### src/acq_seq_cfg.svh
// Constants of the acquisition sequencer: register map, fields, resets, timing.
// Assumes inclusion by bare name from every design file that needs it.
`ifndef ACQ_SEQ_CFG_SVH
`define ACQ_SEQ_CFG_SVH

`define ACQ_ADDR_W 4
`define ACQ_DATA_W 8

`define ACQ_OFF_CFG0 4'h0
`define ACQ_OFF_STAGE 4'h1
`define ACQ_OFF_OFF2 4'h2
`define ACQ_OFF_GAIN3 4'h3
`define ACQ_OFF_OFF3 4'h4
`define ACQ_OFF_CTRL 4'h5
`define ACQ_OFF_STAT 4'h6
`define ACQ_OFF_RES_LO 4'h7
`define ACQ_OFF_RES_HI 4'h8

`define ACQ_CFG0_START 7
`define ACQ_CFG0_NELC_MSB 6
`define ACQ_CFG0_NELC_LSB 5
`define ACQ_CFG0_OSR_MSB 4
`define ACQ_CFG0_OSR_LSB 2
`define ACQ_CFG0_FIN_MSB 1
`define ACQ_CFG0_FIN_LSB 0
`define ACQ_STAGE_EN_MSB 3
`define ACQ_STAGE_EN_LSB 0
`define ACQ_STAGE_EN_ADC 0
`define ACQ_STAGE_G1 4
`define ACQ_STAGE_G2_MSB 6
`define ACQ_STAGE_G2_LSB 5
`define ACQ_CTRL_CONTINUOUS_CONVERSION_BIT 0
`define ACQ_CTRL_DEF 1
`define ACQ_STAT_BUSY 0
`define ACQ_STAT_DONE 1

`define ACQ_RST_BYTE 8'h00
`define ACQ_RST_WORD 16'h0000

`define ACQ_RATE_DIV4 16'h0004
`define ACQ_RATE_DIV8 16'h0008
`define ACQ_RATE_DIV32 16'h0020
`define ACQ_CLK_HZ 200000000
`define ACQ_LOW_RATE_HZ 8000
`define ACQ_LOW_RATE_DIV (`ACQ_CLK_HZ / `ACQ_LOW_RATE_HZ)

`define ACQ_INIT_CYCLES 3'h2
`define ACQ_TERM_CYCLES 3'h2
`define ACQ_RES_BASE 5'h06
`define ACQ_RES_MAX 5'h10
`define ACQ_SCALE_BASE 4'hc
`define ACQ_SAT_POS 16'h7fff
`define ACQ_SAT_NEG 16'h8000

`endif

### src/acq_seq_pkg.sv
// Types shared by the acquisition sequencer files.
// Assumes nothing beyond a SystemVerilog compiler.
package acq_seq_pkg;

  typedef enum logic [2:0] {
    SEQ_IDLE,
    SEQ_ARM,
    SEQ_INIT,
    SEQ_ELEM,
    SEQ_FINAL,
    SEQ_TERM
  } seq_state_e;

  typedef struct packed {
    logic [3:0] enable;
    logic first_stage_gain_sel;
    logic [1:0] second_stage_gain_sel;
    logic [3:0] second_stage_offset_sel;
    logic [6:0] third_stage_gain_sel;
    logic [6:0] third_stage_offset_sel;
  } stage_ctrl_s;

  typedef struct packed {
    logic [1:0] elementary_count_sel;
    logic [2:0] oversampling_sel;
    logic [1:0] sampling_rate_sel;
  } conv_cfg_s;

endpackage

### src/pin_sync.sv
// Three-stage synchroniser with agreement filter for asynchronous pins.
// Assumes the pin toggles slower than a few clock periods.
`timescale 1ns/1ps
module pin_sync #(
  parameter int W = 1
) (
  input wire logic clk_i,
  input wire logic srst_i,
  input wire logic [W-1:0] pin_i,
  output logic [W-1:0] level_o
);
  logic [W-1:0] s1_reg;
  logic [W-1:0] s2_reg;
  logic [W-1:0] s3_reg;

  always_ff @(posedge clk_i) begin
    if (srst_i) begin
      s1_reg <= '0;
      s2_reg <= '0;
      s3_reg <= '0;
    end else begin
      s1_reg <= pin_i;
      s2_reg <= s1_reg;
      s3_reg <= s2_reg;
    end
  end

  // A change only counts once the second and third stage agree
  always_ff @(posedge clk_i) begin
    if (srst_i) begin
      level_o <= '0;
    end else begin
      for (int i = 0; i < W; i++) begin
        if (s2_reg[i] == s3_reg[i]) begin
          level_o[i] <= s2_reg[i];
        end
      end
    end
  end
endmodule

### src/sample_tick_gen.sv
// Sampling-period tick from the RC-based clock, rate picked by a 2-bit select.
// Assumes clk_i is the RC-based clock; tick is one cycle wide.
`timescale 1ns/1ps
`include "acq_seq_cfg.svh"
module sample_tick_gen #(
  parameter logic [15:0] LOW_DIV = 16'(`ACQ_LOW_RATE_DIV)
) (
  input wire logic clk_i,
  input wire logic srst_i,
  input wire logic run_i,
  input wire logic [1:0] rate_sel_i,
  output logic tick_o
);
  logic [15:0] cnt_reg;
  logic [15:0] limit;

  always_comb begin
    case (rate_sel_i)
      2'h0: limit = `ACQ_RATE_DIV4;
      2'h1: limit = `ACQ_RATE_DIV8;
      2'h2: limit = `ACQ_RATE_DIV32;
      default: limit = LOW_DIV;
    endcase
  end

  // Held in reset while the converter is off, so no ticks burn power
  always_ff @(posedge clk_i) begin
    if (srst_i || !run_i) begin
      cnt_reg <= 16'h0000;
      tick_o <= 1'b0;
    end else if (cnt_reg >= limit - 16'h0001) begin
      cnt_reg <= 16'h0000;
      tick_o <= 1'b1;
    end else begin
      cnt_reg <= cnt_reg + 16'h0001;
      tick_o <= 1'b0;
    end
  end
endmodule

### src/acq_seq.sv
// Acquisition chain control: stage enables, gain/offset words and the
// incremental conversion sequencer with averaging and result register.
// Assumes the modulator bit arrives asynchronously on mod_bit_i and that
// the analog chain obeys stage_ctrl_o, offset_pol_o and integ_rst_o.
`timescale 1ns/1ps
`include "acq_seq_cfg.svh"

module acq_seq #(
  parameter logic [15:0] LOW_RATE_DIV = 16'(`ACQ_LOW_RATE_DIV)
) (
  input wire logic clk_i,
  input wire logic srst_i,
  input wire logic [`ACQ_ADDR_W-1:0] addr_i,
  input wire logic [`ACQ_DATA_W-1:0] wdata_i,
  input wire logic wr_i,
  input wire logic rd_i,
  output logic [`ACQ_DATA_W-1:0] rdata_o,
  input wire logic mod_bit_i,
  output acq_seq_pkg::stage_ctrl_s stage_ctrl_o,
  output logic sample_o,
  output logic integ_rst_o,
  output logic offset_pol_o,
  output logic busy_o,
  output logic result_valid_o
);
  acq_seq_pkg::seq_state_e state_reg;
  acq_seq_pkg::stage_ctrl_s stage_reg;
  acq_seq_pkg::conv_cfg_s cfg_reg;
  acq_seq_pkg::conv_cfg_s run_cfg_reg;
  logic continuous_conversion_bit_reg;
  logic req_reg;
  logic done_reg;
  logic [15:0] result_reg;
  logic [10:0] period_cnt_reg;
  logic [3:0] elem_cnt_reg;
  logic [2:0] gap_cnt_reg;
  logic signed [14:0] acc_reg;
  logic mod_level;
  logic tick;
  logic adc_on;
  logic wr_cfg0;
  logic wr_ctrl;
  logic wr_stat;
  logic elem_last_period;
  logic elem_last;
  logic finish;
  logic [10:0] osr_val;
  logic [3:0] nelc_val;
  logic [4:0] res_bits;
  logic [3:0] shift_amt;
  logic signed [26:0] scaled;
  logic [15:0] res_mask;
  logic [15:0] result_next;

  assign adc_on = stage_reg.enable[`ACQ_STAGE_EN_ADC];
  assign wr_cfg0 = wr_i && (addr_i == `ACQ_OFF_CFG0);
  assign wr_ctrl = wr_i && (addr_i == `ACQ_OFF_CTRL);
  assign wr_stat = wr_i && (addr_i == `ACQ_OFF_STAT);

  pin_sync #(
    .W(1)
  ) u_mod_sync (
    .clk_i(clk_i),
    .srst_i(srst_i),
    .pin_i(mod_bit_i),
    .level_o(mod_level)
  );

  // Divider runs only with the converter enabled; restarts phase on enable
  sample_tick_gen #(
    .LOW_DIV(LOW_RATE_DIV)
  ) u_tick (
    .clk_i(clk_i),
    .srst_i(srst_i),
    .run_i(adc_on),
    .rate_sel_i(busy_o ? run_cfg_reg.sampling_rate_sel : cfg_reg.sampling_rate_sel),
    .tick_o(tick)
  );

  // Stage control words drive the analog chain straight from flops
  always_ff @(posedge clk_i) begin
    if (srst_i) begin
      stage_reg <= '0;
    end else if (wr_i) begin
      case (addr_i)
        `ACQ_OFF_STAGE: begin
          stage_reg.enable <= wdata_i[`ACQ_STAGE_EN_MSB:`ACQ_STAGE_EN_LSB];
          stage_reg.first_stage_gain_sel <= wdata_i[`ACQ_STAGE_G1];
          stage_reg.second_stage_gain_sel <=
            wdata_i[`ACQ_STAGE_G2_MSB:`ACQ_STAGE_G2_LSB];
        end
        `ACQ_OFF_OFF2: begin
          stage_reg.second_stage_offset_sel <= wdata_i[3:0];
        end
        `ACQ_OFF_GAIN3: begin
          stage_reg.third_stage_gain_sel <= wdata_i[6:0];
        end
        `ACQ_OFF_OFF3: begin
          stage_reg.third_stage_offset_sel <= wdata_i[6:0];
        end
        default: begin
          stage_reg <= stage_reg;
        end
      endcase
    end
  end

  assign stage_ctrl_o = stage_reg;

  always_ff @(posedge clk_i) begin
    if (srst_i) begin
      cfg_reg <= '0;
    end else if (wr_cfg0) begin
      cfg_reg.elementary_count_sel <=
        wdata_i[`ACQ_CFG0_NELC_MSB:`ACQ_CFG0_NELC_LSB];
      cfg_reg.oversampling_sel <= wdata_i[`ACQ_CFG0_OSR_MSB:`ACQ_CFG0_OSR_LSB];
      cfg_reg.sampling_rate_sel <= wdata_i[`ACQ_CFG0_FIN_MSB:`ACQ_CFG0_FIN_LSB];
    end
  end

  always_ff @(posedge clk_i) begin
    if (srst_i) begin
      continuous_conversion_bit_reg <= 1'b0;
    end else if (wr_ctrl) begin
      continuous_conversion_bit_reg <= wdata_i[`ACQ_CTRL_CONTINUOUS_CONVERSION_BIT];
    end
  end

  // Pending request: start or default bit; taken on the SEQ_ARM tick that starts the sequence
  always_ff @(posedge clk_i) begin
    if (srst_i || !adc_on) begin
      req_reg <= 1'b0;
    end else if ((wr_cfg0 && wdata_i[`ACQ_CFG0_START]) ||
                 (wr_ctrl && wdata_i[`ACQ_CTRL_DEF])) begin
      req_reg <= 1'b1;
    end else if (state_reg == acq_seq_pkg::SEQ_ARM && tick) begin
      req_reg <= 1'b0;
    end
  end

  // Latched at start so CFG0 writes cannot disturb a running sequence
  always_ff @(posedge clk_i) begin
    if (srst_i) begin
      run_cfg_reg <= '0;
    end else if (state_reg == acq_seq_pkg::SEQ_ARM && tick) begin
      run_cfg_reg <= cfg_reg;
    end
  end

  assign osr_val = 11'h008 << run_cfg_reg.oversampling_sel;
  assign nelc_val = 4'h1 << run_cfg_reg.elementary_count_sel;
  assign elem_last_period = tick && (period_cnt_reg == osr_val);
  assign elem_last = elem_last_period && (elem_cnt_reg == nelc_val - 4'h1);
  assign finish = (state_reg == acq_seq_pkg::SEQ_TERM) && (gap_cnt_reg == 3'h0);

  always_ff @(posedge clk_i) begin
    if (srst_i || !adc_on) begin
      state_reg <= acq_seq_pkg::SEQ_IDLE;
    end else begin
      case (state_reg)
        acq_seq_pkg::SEQ_IDLE: begin
          if (req_reg || continuous_conversion_bit_reg) begin
            state_reg <= acq_seq_pkg::SEQ_ARM;
          end
        end
        acq_seq_pkg::SEQ_ARM: begin
          if (tick) begin
            state_reg <= acq_seq_pkg::SEQ_INIT;
          end
        end
        acq_seq_pkg::SEQ_INIT: begin
          if (gap_cnt_reg == 3'h0) begin
            state_reg <= acq_seq_pkg::SEQ_ELEM;
          end
        end
        acq_seq_pkg::SEQ_ELEM: begin
          if (elem_last) begin
            state_reg <= acq_seq_pkg::SEQ_FINAL;
          end
        end
        acq_seq_pkg::SEQ_FINAL: begin
          if (tick) begin
            state_reg <= acq_seq_pkg::SEQ_TERM;
          end
        end
        acq_seq_pkg::SEQ_TERM: begin
          if (finish) begin
            if (continuous_conversion_bit_reg || req_reg) begin
              state_reg <= acq_seq_pkg::SEQ_ARM;
            end else begin
              state_reg <= acq_seq_pkg::SEQ_IDLE;
            end
          end
        end
        default: begin
          state_reg <= acq_seq_pkg::SEQ_IDLE;
        end
      endcase
    end
  end

  // Extra clock cycles around the sampling periods
  always_ff @(posedge clk_i) begin
    if (srst_i) begin
      gap_cnt_reg <= 3'h0;
    end else if (state_reg == acq_seq_pkg::SEQ_ARM) begin
      gap_cnt_reg <= `ACQ_INIT_CYCLES - 3'h1;
    end else if (state_reg == acq_seq_pkg::SEQ_FINAL) begin
      gap_cnt_reg <= `ACQ_TERM_CYCLES - 3'h1;
    end else if (gap_cnt_reg != 3'h0) begin
      gap_cnt_reg <= gap_cnt_reg - 3'h1;
    end
  end

  // Period counter up to 1024, conversion counter up to 8
  always_ff @(posedge clk_i) begin
    if (srst_i || state_reg != acq_seq_pkg::SEQ_ELEM) begin
      period_cnt_reg <= 11'h000;
      elem_cnt_reg <= 4'h0;
    end else if (elem_last_period) begin
      period_cnt_reg <= 11'h000;
      elem_cnt_reg <= elem_cnt_reg + 4'h1;
    end else if (tick) begin
      period_cnt_reg <= period_cnt_reg + 11'h001;
    end
  end

  // Polarity flips at each conversion boundary so offset terms subtract
  always_ff @(posedge clk_i) begin
    if (srst_i || state_reg == acq_seq_pkg::SEQ_IDLE ||
        state_reg == acq_seq_pkg::SEQ_ARM) begin
      offset_pol_o <= 1'b0;
    end else if (state_reg == acq_seq_pkg::SEQ_ELEM && elem_last_period) begin
      offset_pol_o <= ~offset_pol_o;
    end
  end

  // Integrator held clear outside conversions and pulsed between them
  always_ff @(posedge clk_i) begin
    if (srst_i) begin
      integ_rst_o <= 1'b1;
    end else begin
      integ_rst_o <= (state_reg != acq_seq_pkg::SEQ_ELEM) ||
                     elem_last_period;
    end
  end

  // An abort drops a pending pulse, so no sample lands outside a run
  always_ff @(posedge clk_i) begin
    if (srst_i || !adc_on) begin
      sample_o <= 1'b0;
    end else begin
      sample_o <= tick && (state_reg == acq_seq_pkg::SEQ_ELEM ||
                           state_reg == acq_seq_pkg::SEQ_FINAL);
    end
  end

  // Sign-corrected bit count over all conversions; mean taken by shifting
  always_ff @(posedge clk_i) begin
    if (srst_i || state_reg == acq_seq_pkg::SEQ_INIT) begin
      acc_reg <= 15'sh0000;
    end else if (state_reg == acq_seq_pkg::SEQ_ELEM && tick) begin
      if (mod_level ^ offset_pol_o) begin
        acc_reg <= acc_reg + 15'sh0001;
      end else begin
        acc_reg <= acc_reg - 15'sh0001;
      end
    end
  end

  always_comb begin
    res_bits = `ACQ_RES_BASE + {1'b0, run_cfg_reg.oversampling_sel, 1'b0} +
               {3'h0, run_cfg_reg.elementary_count_sel};
    if (res_bits > `ACQ_RES_MAX) begin
      res_bits = `ACQ_RES_MAX;
    end
    res_mask = 16'hffff << (`ACQ_RES_MAX - res_bits);
    shift_amt = `ACQ_SCALE_BASE - {1'b0, run_cfg_reg.oversampling_sel} -
                {2'h0, run_cfg_reg.elementary_count_sel};
    // Scale to full 16-bit span and divide by the count in one shift
    scaled = 27'(acc_reg) <<< shift_amt;
    if (scaled > 27'sh0007fff) begin
      result_next = `ACQ_SAT_POS;
    end else if (scaled < -27'sh0008000) begin
      result_next = `ACQ_SAT_NEG;
    end else begin
      result_next = scaled[15:0] & res_mask;
    end
  end

  always_ff @(posedge clk_i) begin
    if (srst_i) begin
      result_reg <= `ACQ_RST_WORD;
      result_valid_o <= 1'b0;
    end else begin
      result_valid_o <= finish;
      if (finish) begin
        result_reg <= result_next;
      end
    end
  end

  // Busy from the sampling tick that actually starts the sequence
  always_ff @(posedge clk_i) begin
    if (srst_i || !adc_on) begin
      busy_o <= 1'b0;
    end else if (state_reg == acq_seq_pkg::SEQ_ARM && tick) begin
      busy_o <= 1'b1;
    end else if (finish) begin
      busy_o <= 1'b0;
    end
  end

  // Done is sticky; a completion in the clearing cycle wins
  always_ff @(posedge clk_i) begin
    if (srst_i) begin
      done_reg <= 1'b0;
    end else if (finish) begin
      done_reg <= 1'b1;
    end else if (wr_stat && wdata_i[`ACQ_STAT_DONE]) begin
      done_reg <= 1'b0;
    end
  end

  always_ff @(posedge clk_i) begin
    if (srst_i) begin
      rdata_o <= `ACQ_RST_BYTE;
    end else if (rd_i) begin
      case (addr_i)
        `ACQ_OFF_CFG0: rdata_o <= {1'b0, cfg_reg};
        `ACQ_OFF_STAGE: rdata_o <= {1'b0, stage_reg.second_stage_gain_sel,
                                    stage_reg.first_stage_gain_sel,
                                    stage_reg.enable};
        `ACQ_OFF_OFF2: rdata_o <= {4'h0, stage_reg.second_stage_offset_sel};
        `ACQ_OFF_GAIN3: rdata_o <= {1'b0, stage_reg.third_stage_gain_sel};
        `ACQ_OFF_OFF3: rdata_o <= {1'b0, stage_reg.third_stage_offset_sel};
        `ACQ_OFF_CTRL: rdata_o <= {7'h00, continuous_conversion_bit_reg};
        `ACQ_OFF_STAT: rdata_o <= {6'h00, done_reg, busy_o};
        `ACQ_OFF_RES_LO: rdata_o <= result_reg[7:0];
        `ACQ_OFF_RES_HI: rdata_o <= result_reg[15:8];
        default: rdata_o <= `ACQ_RST_BYTE;
      endcase
    end else begin
      rdata_o <= `ACQ_RST_BYTE;
    end
  end
endmodule

### config.mk
export PLATFORM = sky130hd
export DESIGN_NAME = acq_seq
export DESIGN_NICKNAME = d
export VERILOG_FILES = /design/src/acq_seq_pkg.sv /design/src/pin_sync.sv /design/src/sample_tick_gen.sv /design/src/acq_seq.sv
export VERILOG_INCLUDE_DIRS = /design/src
export SDC_FILE = /design/constraint.sdc
export NUM_CORES = 1
export LEC_CHECK = 0
export BUFFER_PORTS_ARGS = -buffer_cell sky130_fd_sc_hd__buf_4
export CAP_MARGIN = 5
export CORE_ASPECT_RATIO = 0.9
export CORE_UTILIZATION = 52
export CTS_CLUSTER_SIZE = 16
export DETAILED_ROUTE_END_ITERATION = 10
export GPL_ROUTABILITY_DRIVEN = 0
export PLACE_DENSITY = 0.76
export SETUP_SLACK_MARGIN = 0.2
export SYNTH_ARGS = -nofsm -noshare
export SYNTH_HDL_FRONTEND = slang
export SYNTH_SLANG_ARGS = --single-unit
export TNS_END_PERCENT = 50
### constraint.sdc
create_clock -name clk_i -period 3.1 [get_ports clk_i]
set_clock_uncertainty 0.15 [all_clocks]
set_input_delay 0.775 -clock clk_i [delete_from_list [all_inputs] [get_ports clk_i]]
set_output_delay 0.775 -clock clk_i [all_outputs]
set_load 0.01 [all_outputs]
Word-level counts from Yosys, hierarchy flattened
Cells that the tools add are included.
- add/sub/neg operators: 13
- magnitude comparators: 4
- eq/ne operators: 25
- shifts and indexed selects: 4
- mux-type cells: 25
- bitwise operators: 4
- reduce and logical (&&, ||, !) cells: 41
- operator list (operator ; count):
    $pmux 8 s9 ; 1
    $pmux 15 s3 ; 1
    $mux 16 ; 2
    $gt 27x16->1 const B ; 1
    $lt 27x16->1 const B ; 1
    $sshl 15x4->27 ; 1
    $mux 3 ; 6
    $pmux 3 s6 ; 1
    $add 16x1->16 const B ; 1
    $and 16x16->16 ; 1
    $eq 4x3->1 const B ; 4
    $ge 16x16->1 ; 1
    $shl 16x5->16 const A ; 1
    $sub 15x1->16 const B ; 1
    $add 15x2->15 const B ; 1
    $mux 15 ; 1
    $sub 15x2->15 const B ; 1
    $logic_and 1x1->1 ; 13
    $add 11x1->11 const B ; 1
    $eq 11x11->1 ; 1
    $mux 1 ; 11
    $shl 4x3->11 const A ; 1
    $logic_or 1x1->1 ; 9
    $eq 4x2->1 const B ; 2
    36 further kinds ; 52
- bits in registers: 128
- bits of input ports: 17
- output and inout bits: 38

Logic depth before layout (Yosys ltp)
Gate-level depths: netlist (run 1).
- depth in word-level cells: 9
- depth in mapped cells: 17

Modules after synthesis
Synthesis (run 1) repeated with hierarchy kept, for this count alone.
- cells, all modules: 938
- area, all modules: 7836.3 um^2
- modules (own cells, without submodules) (module ; times used ; cells an instance ; area each (um^2) ; sequential area each (um^2)):
    acq_seq ; 1 ; 816 ; 6705.2 ; 2142.1
    sample_tick_gen ; 1 ; 112 ; 1018.5 ; 340.3
    pin_sync ; 1 ; 10 ; 112.6 ; 80.1

Worst setup path before layout (run 1)
No wires, ideal clock.
- kind: register -> register
- start: register run_cfg_reg[2] (netlist bit)
- end: register result_reg[2]
- data arrival time: 3.214 ns
- setup slack: -0.343 ns
- cell stages (with the launch flop): 16
- clock period less this slack: 3.443 ns
- cell sequence: dfxtp_1 > clkbuf_1 > inv_1 > ha_1 > ha_1 > inv_1 > fa_1 > clkbuf_1 > inv_1 > o2111ai_1 > o32a_1 > o31ai_4 > and4_1 > buf_4 > nand4_1 > a211oi_2
- cells in the longest elaborated chain, start to end: 9
- RTL lines (item ; line ; source):
    start, declared ; acq_seq.sv:29 ; acq_seq_pkg::conv_cfg_s run_cfg_reg;
    start signal, assigned ; acq_seq.sv:146 ; run_cfg_reg <= cfg_reg;
    $add 3x4->5 (no line) ; n/a ;
    $add 5x2->5 (no line) ; n/a ;
    $gt 5x5->1 (no line) ; n/a ;
    $mux 5 ; acq_seq.sv:274 ; if (res_bits > `ACQ_RES_MAX) begin
    $sub 5x5->5 (no line) ; n/a ;
    $shl 16x5->16 ; acq_seq.sv:277 ; res_mask = 16'hffff << (`ACQ_RES_MAX - res_bits);
    $and 16x16->16 ; acq_seq.sv:287 ; result_next = scaled[15:0] & res_mask;
    $mux 16 ; acq_seq.sv:284 ; end else if (scaled < -27'sh0008000) begin
    $mux 16 * ; acq_seq.sv:282 ; if (scaled > 27'sh0007fff) begin
    end signal, assigned ; acq_seq.sv:293 ; result_reg <= `ACQ_RST_WORD;
    end signal, assigned ; acq_seq.sv:298 ; result_reg <= result_next;
    end, declared ; acq_seq.sv:33 ; logic [15:0] result_reg;
Every way passes the cells marked *; elsewhere a longest branch is shown, timed or not.
A chain may end at the register's enable or synchronous reset.

Final worst setup path (run 1)
- start: register run_cfg_reg[6] (netlist bit)
- end: register result_reg[5]
- cells in the longest elaborated chain, start to end: 8
- RTL lines (item ; line):
    $add 5x2->5 (no line) ; n/a
    $gt 5x5->1 (no line) ; n/a
    $mux 5 ; acq_seq.sv:274
    $sub 5x5->5 (no line) ; n/a
    $shl 16x5->16 ; acq_seq.sv:277
    $and 16x16->16 ; acq_seq.sv:287
    $mux 16 ; acq_seq.sv:284
    $mux 16 * ; acq_seq.sv:282
Marked as above.

==> flow_metrics.env, run 1 <==
export IMPL_p_seq_share_pct=43.7
export IMPL_async_flop_share_pct=0
export IMPL_yosysSeqAreaShare_pct=32.62
export IMPL_diodes=0
export IMPL_slew_headroom_pct=38.48
export IMPL_clock_latency_ns=0.43
export IMPL_wire_per_inst_um=15.83
export IMPL_cts_buffers=17
export IMPL_arrival_ns=3.52
export IMPL_htreeDepth=4
export IMPL_drive_above_1_share_pct=22.45
export IMPL_postSynthCellCount=963
export IMPL_fin_setup_tns_ns=-2.584
export IMPL_grt_pass1_wl_um=33780
export IMPL_vias=7428
export IMPL_endpoint_kind="register"
export IMPL_finalSetupViolCount=16
export IMPL_cp_data_required_time_ns=3.30
export IMPL_grt_pass1_vias=6937
export IMPL_leakage_nw=3.701
export IMPL_hp_class="reg2reg"
export IMPL_power_density_mw_per_mm2=396.5
export IMPL_drc=0
export IMPL_grt_usage_pct=26.60
export IMPL_rows=42
export IMPL_multi_input_area_mm2=0.005146
export IMPL_ant_nets=0
export IMPL_via_per_inst=5.821
export IMPL_status="complete, but fails checks"
export IMPL_syn_area_per_cell_um2=8.157
export IMPL_postPlaceCellArea_mm2=0.008955
export IMPL_grt_max_degree=31
export IMPL_dr_pass1_iters=6
export IMPL_wl_um=20200
export IMPL_ys_flop_type="dfxtp_1"
export IMPL_fmax_mhz=302.1
export IMPL_seq_area_mm2=0.002575
export IMPL_design_area_mm2=0.009702
export IMPL_fp_dieW_um=131.6
export IMPL_die_h_um=118.6
export IMPL_combPwrFrac_pct=6.2
export IMPL_cp_start_kind="register"
export IMPL_fillers=1230
export IMPL_ff2ff_setup_slack_ns=-0.21
export IMPL_dp_hpwl_um=14560
export IMPL_cts_sinks=128
export IMPL_hold_path_depth=1
export IMPL_power_internal_mw=2.823
export IMPL_start_util_pct=53.38
export IMPL_ys_types=76
export IMPL_cts_tree="yes"
export IMPL_layout_commonest_cell="buf_4"
export IMPL_hold_viol=0
export IMPL_clockBufferDepth=2
export IMPL_worst_r2r_path_depth=14
export IMPL_maxCapViolCount=0
export IMPL_nets=1124
export IMPL_hold_ws_ns=0.2874
export IMPL_ir_drop_v=0.0004867
export IMPL_tightest_slew_ns=0.9157
export IMPL_power_share_clock_pct=50.1
export IMPL_synthesis_area_mm2=0.007855
export IMPL_synth_edf_count=0
export IMPL_rsz0062_at_grt="yes"
export IMPL_period_share_pct=106.8
export IMPL_yosysWarnings=0
export IMPL_ios=55
export IMPL_mostFrequentLayoutCells="buf_4 (130), dfxtp_1 (122), nand2_1 (121)"
export IMPL_drt_iter0_markers=686
export IMPL_switching_share_pct=26.61
export IMPL_area_growth_synth_to_final_pct=23.51
export IMPL_largest_reg_flops=25
export IMPL_failed_checks="negative setup slack"
export IMPL_worstSetupPathType="reg2reg"
export IMPL_core_area_mm2=0.01471
export IMPL_setup_ws_ns=-0.2105
export IMPL_antenna_found_initial=0
export IMPL_die_area_mm2=0.01560
export IMPL_clkSlewWorstSetupHoldPaths_ns=0.06
export IMPL_ys_ff_latch=128
export IMPL_maxSlewViolCount=0
export IMPL_layout_min_cycle_time_ns=3.310
export IMPL_final_util_pct=65.94
export IMPL_cp_max_fo=15
export IMPL_gr_total_overflow=0
export IMPL_clock_root_buffer="clkbuf_16"
export IMPL_switching_power_mw=1.024
export IMPL_io_buffers=54
[per-stage QoR]
step                      std cells  worst slack, ns  power, mW
after floorplan                 966         -0.09577      1.870
after global placement         1243          -0.1245      1.945
after detailed placement       1243          -0.1890      1.949
after CTS                      1275          -0.2134      3.867
after global routing           1276          -0.3242      3.968
final                          1276          -0.2105      3.847
[synth_stat cells, drive strengths merged, types with 6 or more instances]
cell | number | area [µm²]
a211oi | 21 | 192.7
a21o | 7 | 52.55
a21oi | 81 | 405.4
a22oi | 6 | 45.04
a31oi | 7 | 43.79
and2 | 7 | 43.79
and3 | 13 | 81.33
buf | 18 | 115.1
clkbuf | 35 | 131.4
dfxtp | 128 | 2562
ha | 39 | 488.0
inv | 34 | 127.6
mux2 | 16 | 187.7
mux2i | 39 | 394.1
mux4 | 7 | 157.7
nand2 | 121 | 454.2
nand2b | 11 | 68.82
nand3 | 37 | 185.2
nand4 | 10 | 62.56
nor2 | 104 | 392.9
nor2b | 19 | 118.9
nor3 | 24 | 120.1
o211ai | 6 | 45.04
o21ai | 26 | 130.1
o22ai | 6 | 37.54
or2 | 10 | 62.57
or3 | 9 | 56.30
xnor2 | 32 | 287.8
xor2 | 11 | 96.34
[cells by family (layout without fill, tap and decap cells)]
| logic type | Yosys count | after routing | share of synthesized area, % |
|---|---|---|---|
| flops | 128 | 128 | 32.62 |
| compound gates | 217 | 217 | 18.62 |
| simple gates | 383 | 383 | 22.67 |
| buf+inv | 87 | 199 | 4.763 |
| fa+ha+maj | 42 | 42 | 6.977 |
| other cells | 1 | 4 | 0.04774 |
| xor+xnor | 43 | 43 | 4.890 |
| mux | 62 | 62 | 9.414 |
[critical path, cell delays in order, from the launching register on]
cell and delay, ns:
dfxtp_4 0.35, ha_4 0.24, inv_4 0.05, ha_4 0.11, inv_2 0.03, fa_2 0.37
buf_12 0.16, buf_4 0.14, mux2_4 0.30, o32a_1 0.36, o31ai_4 0.27, and4_1 0.24
buf_6 0.14, o211ai_1 0.12, a211oi_2 0.20
[timing repair]
item | in CTS | in global routing
endpoints found under the setup margin | 18 | 38
buffers inserted | 0 | 1
gates resized for setup | 6 | 27
hold buffers | 0 | 0
pin swaps | 4 | 5
[layer usage]
layer	vias to the layer above	GRT usage [%]	part of all wire, %
met5	-	0	0
met3	29	4.333	5.3
met1	3532	36.63	47
met2	217	41.77	46
met4	0	9.738	1.5
li1	3650	-	-
[final timing paths]
path | start | end
max | run_cfg_reg[6]$_SDFFE_PP0P_ | result_reg[5]$_SDFFE_PP0P_
min | u_mod_sync.s1_reg$_SDFF_PP0_ | u_mod_sync.s2_reg$_SDFF_PP0_
max reg2reg | run_cfg_reg[6]$_SDFFE_PP0P_ | result_reg[5]$_SDFFE_PP0P_
min reg2reg | u_mod_sync.s1_reg$_SDFF_PP0_ | u_mod_sync.s2_reg$_SDFF_PP0_
[power groups by stage]
stage               Clock, mW  Sequential (mW)  Combinational (mW)
floorplan                   0             1.72               0.154
CTS                      1.95             1.68               0.234
detailed placement          0             1.72               0.231
finish                   1.93             1.68               0.238
global route             2.02             1.68               0.266
global placement            0             1.72               0.228
[area by class of cell]
class | instances | area share [%]
multi-input combinational | 751 | 53.04
sequential | 128 | 26.54
timing repair buffer | 133 | 10.59
clock buffer | 17 | 4.385
tap | 198 | 2.554
clock inverter | 15 | 1.470
inverter | 34 | 1.419
Power figures use the tool's default switching activity.
==> inputs of run 2 (changes only) <==
Settings changed: CORE_UTILIZATION 52 to 50, CTS_BUF_LIST set to sky130_fd_sc_hd__clkbuf_16, PLACE_DENSITY 0.76 to 0.74.
==> run 2 against run 1 <==
The flow still finishes with violations (negative setup slack). Non-clock buffer count is 11 higher. First-iteration DRC count up 14%. Global-route usage decreased by 0.46 points. Combinational power hardly changed. Total power increased by 3.7%. Wire length grew 4.5%. Final cell count up 1.2%. Count of clock-buffer cells in the layout stayed put. Sequential power about the same. Register-to-register slack improved by 0.02 ns. Critical path depth decreased by 1. Critical path type unchanged. Largest cell class unchanged. Highest routed layer unchanged.
==> flow_metrics.env, run 2 (synthesis results as in run 1) <==
export IMPL_hp_class="reg2reg"
export IMPL_htreeDepth=4
export IMPL_via_per_inst=5.855
export IMPL_die_area_mm2=0.01622
export IMPL_tightest_slew_ns=0.7605
export IMPL_wl_um=21110
export IMPL_cp_data_required_time_ns=3.29
export IMPL_maxCapViolCount=0
export IMPL_diodes=0
export IMPL_cts_tree="yes"
export IMPL_grt_pass1_vias=6899
export IMPL_seq_area_mm2=0.002574
export IMPL_leakage_nw=3.785
export IMPL_grt_pass1_wl_um=33960
export IMPL_place_ws_ns=-0.1719
export IMPL_cp_start_kind="register"
export IMPL_ios=55
export IMPL_fmax_mhz=303.5
export IMPL_antenna_found_initial=0
export IMPL_grt_max_degree=31
export IMPL_ir_drop_v=0.0003987
export IMPL_power_mw=3.988
export IMPL_die_h_um=120.9
export IMPL_setup_ws_ns=-0.1948
export IMPL_hold_viol=0
export IMPL_wire_per_inst_um=16.35
export IMPL_fp_dieW_um=134.1
export IMPL_status="complete, but fails checks"
export IMPL_period_share_pct=106.3
export IMPL_largest_reg_flops=25
export IMPL_maxSlewViolCount=0
export IMPL_worstSetupPathType="reg2reg"
export IMPL_clockBufferDepth=2
export IMPL_fillers=1321
export IMPL_rsz0062_at_grt="yes"
export IMPL_cp_max_fo=17
export IMPL_arrival_ns=3.48
export IMPL_grt_usage_pct=26.14
export IMPL_layout_commonest_cell="buf_4"
export IMPL_finalSetupViolCount=16
export IMPL_endpoint_kind="register"
export IMPL_io_buffers=54
export IMPL_ant_nets=0
export IMPL_cts_buffers=17
export IMPL_gr_total_overflow=0
export IMPL_start_util_pct=51.05
export IMPL_clkSlewWorstSetupHoldPaths_ns=0.06
export IMPL_power_density_mw_per_mm2=404.1
export IMPL_clock_root_buffer="clkbuf_16"
export IMPL_hold_ws_ns=0.2875
export IMPL_vias=7559
export IMPL_drc=0
export IMPL_dr_pass1_iters=5
export IMPL_cts_sinks=128
export IMPL_core_area_mm2=0.01539
export IMPL_dp_hpwl_um=14800
export IMPL_drive_above_1_share_pct=24.15
export IMPL_mostFrequentLayoutCells="buf_4 (140), dfxtp_1 (123), nand2_1 (121)"
export IMPL_slew_headroom_pct=48.91
export IMPL_area_growth_synth_to_final_pct=25.63
export IMPL_drt_iter0_markers=782
export IMPL_failed_checks="negative setup slack"
export IMPL_multi_input_area_mm2=0.005192
export IMPL_nets=1135
export IMPL_layout_min_cycle_time_ns=3.295
export IMPL_clock_latency_ns=0.43
export IMPL_rows=43
-- run 2: cell types whose count changed in the layout (fill, tap and decap cells not counted), sizes merged --
cell,delta
buf,+11
bufinv,+2
clkinvlp,-1
clkinv,-1
-- run 2: worst paths after layout --
| path | slack [ns] | start | cells after the start | endpoint |
|---|---|---|---|---|
| hold / removal | 0.29 | u_mod_sync.s1_reg$_SDFF_PP0_ | 1 | u_mod_sync.s2_reg$_SDFF_PP0_ |
| hold reg to reg | 0.29 | u_mod_sync.s1_reg$_SDFF_PP0_ | 1 | u_mod_sync.s2_reg$_SDFF_PP0_ |
| setup reg to reg | -0.19 | run_cfg_reg[6]$_SDFFE_PP0P_ | 13 | result_reg[2]$_SDFFE_PP0P_ |
| setup / recovery | -0.19 | run_cfg_reg[6]$_SDFFE_PP0P_ | 13 | result_reg[2]$_SDFFE_PP0P_ |
-- run 2: where the power goes --
part	internal, mW	leakage (nW)	switching [mW]
logic	0.0973	2.46	0.139
clock network	1.21	0.290	0.859
registers	1.67	1.04	0.0148
-- run 2: metal layers --
layer	global-route usage [%]	vias to the layer above	wire length, µm
met4	7.233	0	288
met3	5.556	32	1219
met1	36.23	3609	9648
li1	-	3663	-
met5	0	-	0
met2	40.93	255	9957
-- run 2: final cells by class --
class                           count  area share [%]
Multi-Input combinational cell    751           52.62
Timing Repair Buffer              144           11.28
Sequential cell                   128           26.08
Clock buffer                       17           4.311
Clock inverter                     15           1.750
Inverter                           34           1.395
Tap cell                          202           2.561
-- run 2: per-stage QoR --
stage                     util [%]  std cells  instance area, µm²  TNS (ns)
after global placement       58.62       1255                9020    -1.736
final                        64.13       1291                9868    -2.775
after CTS                    62.77       1287                9659    -2.491
after floorplan                  -        966                7975   -0.7478
after global routing         64.13       1291                9868    -4.612
after detailed placement     58.62       1255                9020    -2.253
-- run 2: timing repair --
action	4_1_cts	5_1_grt
pin swaps	7	8
resized for setup	11	35
setup endpoints to repair	18	36
buffers inserted	0	4
hold buffers	0	0
-- run 2: worst max-delay path, cell delays in order, from the launching register on --
cell	delay, ns
dfxtp_4	0.35
ha_4	0.25
inv_2	0.04
ha_4	0.41
buf_4	0.18
mux2_4	0.16
mux2i_2	0.09
mux2_4	0.29
o32a_1	0.32
o31ai_4	0.20
and4_1	0.25
buf_6	0.14
nand4_1	0.13
a211oi_2	0.24
==> inputs of run 3 (changes only) <==
Settings changed: SYNTH_HIERARCHICAL set to 1.
==> run 3 against run 2 <==
The run still ends with negative setup slack left. Register-to-register slack improved by 0.12 ns. Utilization decreased by 2.3 points. Sequential power is essentially flat. Clock power about the same. Non-clock buffer count down 37. Total power hardly changed. Fmax up 3.6%. Sequential cell count unchanged. Final cell count is 4.9% lower. Synthesized area down 0.24%. First-iteration DRC count fell by 31%. Critical path type unchanged. Critical endpoint is now result_reg[0]$_SDFFE_PP0P_. Highest routed layer unchanged.
==> flow_metrics.env, run 3 <==
export IMPL_status="complete, but fails checks"
export IMPL_failed_checks="negative setup slack"
export IMPL_yosys_area_share_xor_xnor_pct=4.694
export IMPL_via_per_inst=5.819
export IMPL_worstSetupPathType="reg2reg"
export IMPL_tightest_slew_ns=0.7704
export IMPL_fillers=1348
export IMPL_setup_ws_ns=-0.07902
export IMPL_drc=0
export IMPL_synthMuxAreaShare_pct=11.14
export IMPL_hp_class="reg2reg"
export IMPL_grt_pass1_vias=6561
export IMPL_synth_top_family_by_area="simple AND/OR/NAND/NOR gates"
export IMPL_clockBufferDepth=2
export IMPL_clock_root_buffer="clkbuf_16"
export IMPL_cpPeakStageDelay_ns=0.44
export IMPL_syn_area_per_cell_um2=8.354
export IMPL_arrival_ns=3.32
export IMPL_ys_flop_type="dfxtp_1"
export IMPL_synthesis_area_mm2=0.007836
export IMPL_dp_cells=1193
export IMPL_start_util_pct=50.93
export IMPL_yosysTopAreaCellShare_pct=32.70
export IMPL_ant_nets=0
export IMPL_maxSlewViolCount=0
export IMPL_endpoint_kind="register"
export IMPL_place_ws_ns=-0.09688
export IMPL_hold_viol=0
export IMPL_mostFrequentLayoutCells="dfxtp_1 (122), nor2_1 (113), nand2_1 (103)"
export IMPL_cts_tree="yes"
export IMPL_grt_pass1_wl_um=32040
export IMPL_htreeDepth=4
export IMPL_cts_buffers=17
export IMPL_nets=1073
export IMPL_antenna_found_initial=0
export IMPL_layout_commonest_cell="dfxtp_1"
export IMPL_cp_start_kind="register"
export IMPL_crit_chain="ha_4 -> inv_2 -> ha_4 -> inv_2 -> fa_2 -> buf_6 -> mux4_2 -> mux2i_1 -> nand2_1 -> a211oi_2 -> nand3_2 -> a21oi_4 -> buf_6 -> o32ai_2"
export IMPL_power_mw=3.986
export IMPL_clock_latency_ns=0.43
export IMPL_layout_min_cycle_time_ns=3.179
export IMPL_yosysSeqAreaShare_pct=32.70
export IMPL_diodes=0
export IMPL_core_area_mm2=0.01539
export IMPL_drive_above_1_share_pct=20.57
export IMPL_cts_hold_buf=0
export IMPL_grt_usage_pct=24.80
export IMPL_dp_hpwl_um=14200
export IMPL_async_flop_share_pct=0
export IMPL_drt_iter0_markers=543
export IMPL_yosys_cell_count_top_type="dfxtp_1"
export IMPL_stdcell_count=1228
export IMPL_postSynthCellCount=938
export IMPL_power_density_mw_per_mm2=419.3
export IMPL_synthAdderAreaFrac_pct=6.993
export IMPL_yosysWarnings=6
export IMPL_leakage_nw=3.574
export IMPL_wl_met1_um=9308
export IMPL_slew_headroom_pct=48.25
export IMPL_wl_met2_um=9014
export IMPL_cts_sinks=128
export IMPL_rows=43
export IMPL_wl_met3_um=1257
export IMPL_ys_types=77
export IMPL_synthTopCellsByArea="dfxtp_1 (33%), ha_1 (6.2%), nor2_1 (5.4%)"
export IMPL_cp_data_required_time_ns=3.24
export IMPL_fin_setup_tns_ns=-0.7638
export IMPL_area_growth_synth_to_final_pct=21.32
export IMPL_ir_drop_v=0.0003157
export IMPL_die_area_mm2=0.01618
export IMPL_yosysTopAreaCell="dfxtp_1"
export IMPL_die_h_um=120.8
export IMPL_period_share_pct=102.5
export IMPL_grt_max_degree=38
export IMPL_dr_pass1_iters=5
export IMPL_synth_edf_count=0
export IMPL_synth_compound_area_share_pct=17.15
export IMPL_cp_max_fo=6
export IMPL_top_layer="met4"
export IMPL_fp_dieW_um=134.0
export IMPL_synthSimpleGateAreaFrac_pct=22.80
export IMPL_cp_slowest_cell="fa_2"
export IMPL_synthTopCellsByCount="dfxtp_1 (128), nor2_1 (113), nand2_1 (103)"
export IMPL_vias=7146
export IMPL_finalSetupViolCount=15
export IMPL_wl_um=19830
export IMPL_seq_area_mm2=0.002570
export IMPL_maxCapViolCount=0
export IMPL_ios=55
export IMPL_final_util_pct=61.78
export IMPL_fmax_mhz=314.6
export IMPL_gr_total_overflow=0
export IMPL_wire_per_inst_um=16.15
export IMPL_io_buffers=54
export IMPL_multi_input_area_mm2=0.005109
export IMPL_ys_ff_latch=128
export IMPL_rsz0062_at_grt="yes"
export IMPL_largest_reg_flops=25
export IMPL_clkSlewWorstSetupHoldPaths_ns=0.06
## run 3: cell types whose count changed after synthesis, moves of 5 or more
| cell | change |
|---|---|
| nor3_1 | +8 |
| nor2_1 | +10 |
| inv_1 | -5 |
| and3_1 | -5 |
| nand4_1 | +5 |
| nand2b_1 | +5 |
| a21oi_1 | -6 |
| and2_1 | -6 |
| mux4_2 | +10 |
| nor2b_1 | -8 |
| nand2_1 | -18 |
| a211oi_1 | +5 |
## run 3: logic make-up (layout without fill, tap and decap cells)
group | count (synthesis) | after routing
fa+ha+maj | 42 | 42
other cells | 1 | 4
mux | 65 | 65
flops | 128 | 128
simple gates | 375 | 375
buf+inv | 83 | 168
compound gates | 202 | 202
xor+xnor | 42 | 42
## run 3: power breakdown
part           switching (mW)  leakage (nW)  internal [mW]  total [mW]
combinational           0.138          2.24         0.0990       0.237
sequential             0.0149          1.04           1.67        1.68
clock                   0.741         0.298           1.32        2.07
total                   0.893          3.57           3.09        3.99
## run 3: per-layer routing
layer,GRT usage (%),vias to the layer above
li1,-,3526
met1,33.81,3378
met2,38.80,222
met3,5.493,20
met4,7.884,0
met5,0,-
## run 3: cell type report
type	instances	share of cell area [%]
clock buffers	17	4.475
multi-input cells	730	53.74
repair buffers	107	9.081
well taps	202	2.659
flip-flops and latches	128	27.03
clock inverters	14	1.829
inverters	30	1.185
## run 3: final timing paths
kind | startpoint | end | slack [ns] | cells after the start
hold reg to reg | u_mod_sync/s1_reg$_SDFF_PP0_ | u_mod_sync/s2_reg$_SDFF_PP0_ | 0.29 | 1
hold / removal | u_mod_sync/s1_reg$_SDFF_PP0_ | u_mod_sync/s2_reg$_SDFF_PP0_ | 0.29 | 1
setup / recovery | run_cfg_reg[6]$_SDFFE_PP0P_ | result_reg[0]$_SDFFE_PP0P_ | -0.08 | 14
setup reg to reg | run_cfg_reg[6]$_SDFFE_PP0P_ | result_reg[0]$_SDFFE_PP0P_ | -0.08 | 14
## run 3: through the flow
| step | cell area, µm² | hold slack, ns |
|---|---|---|
| 2_1_floorplan | 7904 | 0.2638 |
| 3_3_place_gp | 8706 | 0.2675 |
| 3_5_place_dp | 8706 | 0.2809 |
| 4_1_cts | 9331 | 0.2963 |
| 5_1_grt | 9507 | 0.3083 |
| 6_report | 9507 | 0.2884 |
## run 3: worst max-delay path, delay by kind of cell (launching register included)
kind / cells / cell delay (ns)
AO/OA/AOI/OAI: 3 / 0.58
adder cells (fa/ha/maj): 3 / 0.78
buffers and inverters: 4 / 0.42
flip-flops: 1 / 0.33
multiplexers: 2 / 0.56
AND/OR/NAND/NOR: 2 / 0.22
## run 3: timing repair
item / CTS / global route
gates resized for setup: 9 / 31
setup endpoints to repair: 17 / 34
buffers inserted: 1 / 3
pin swaps: 4 / 21
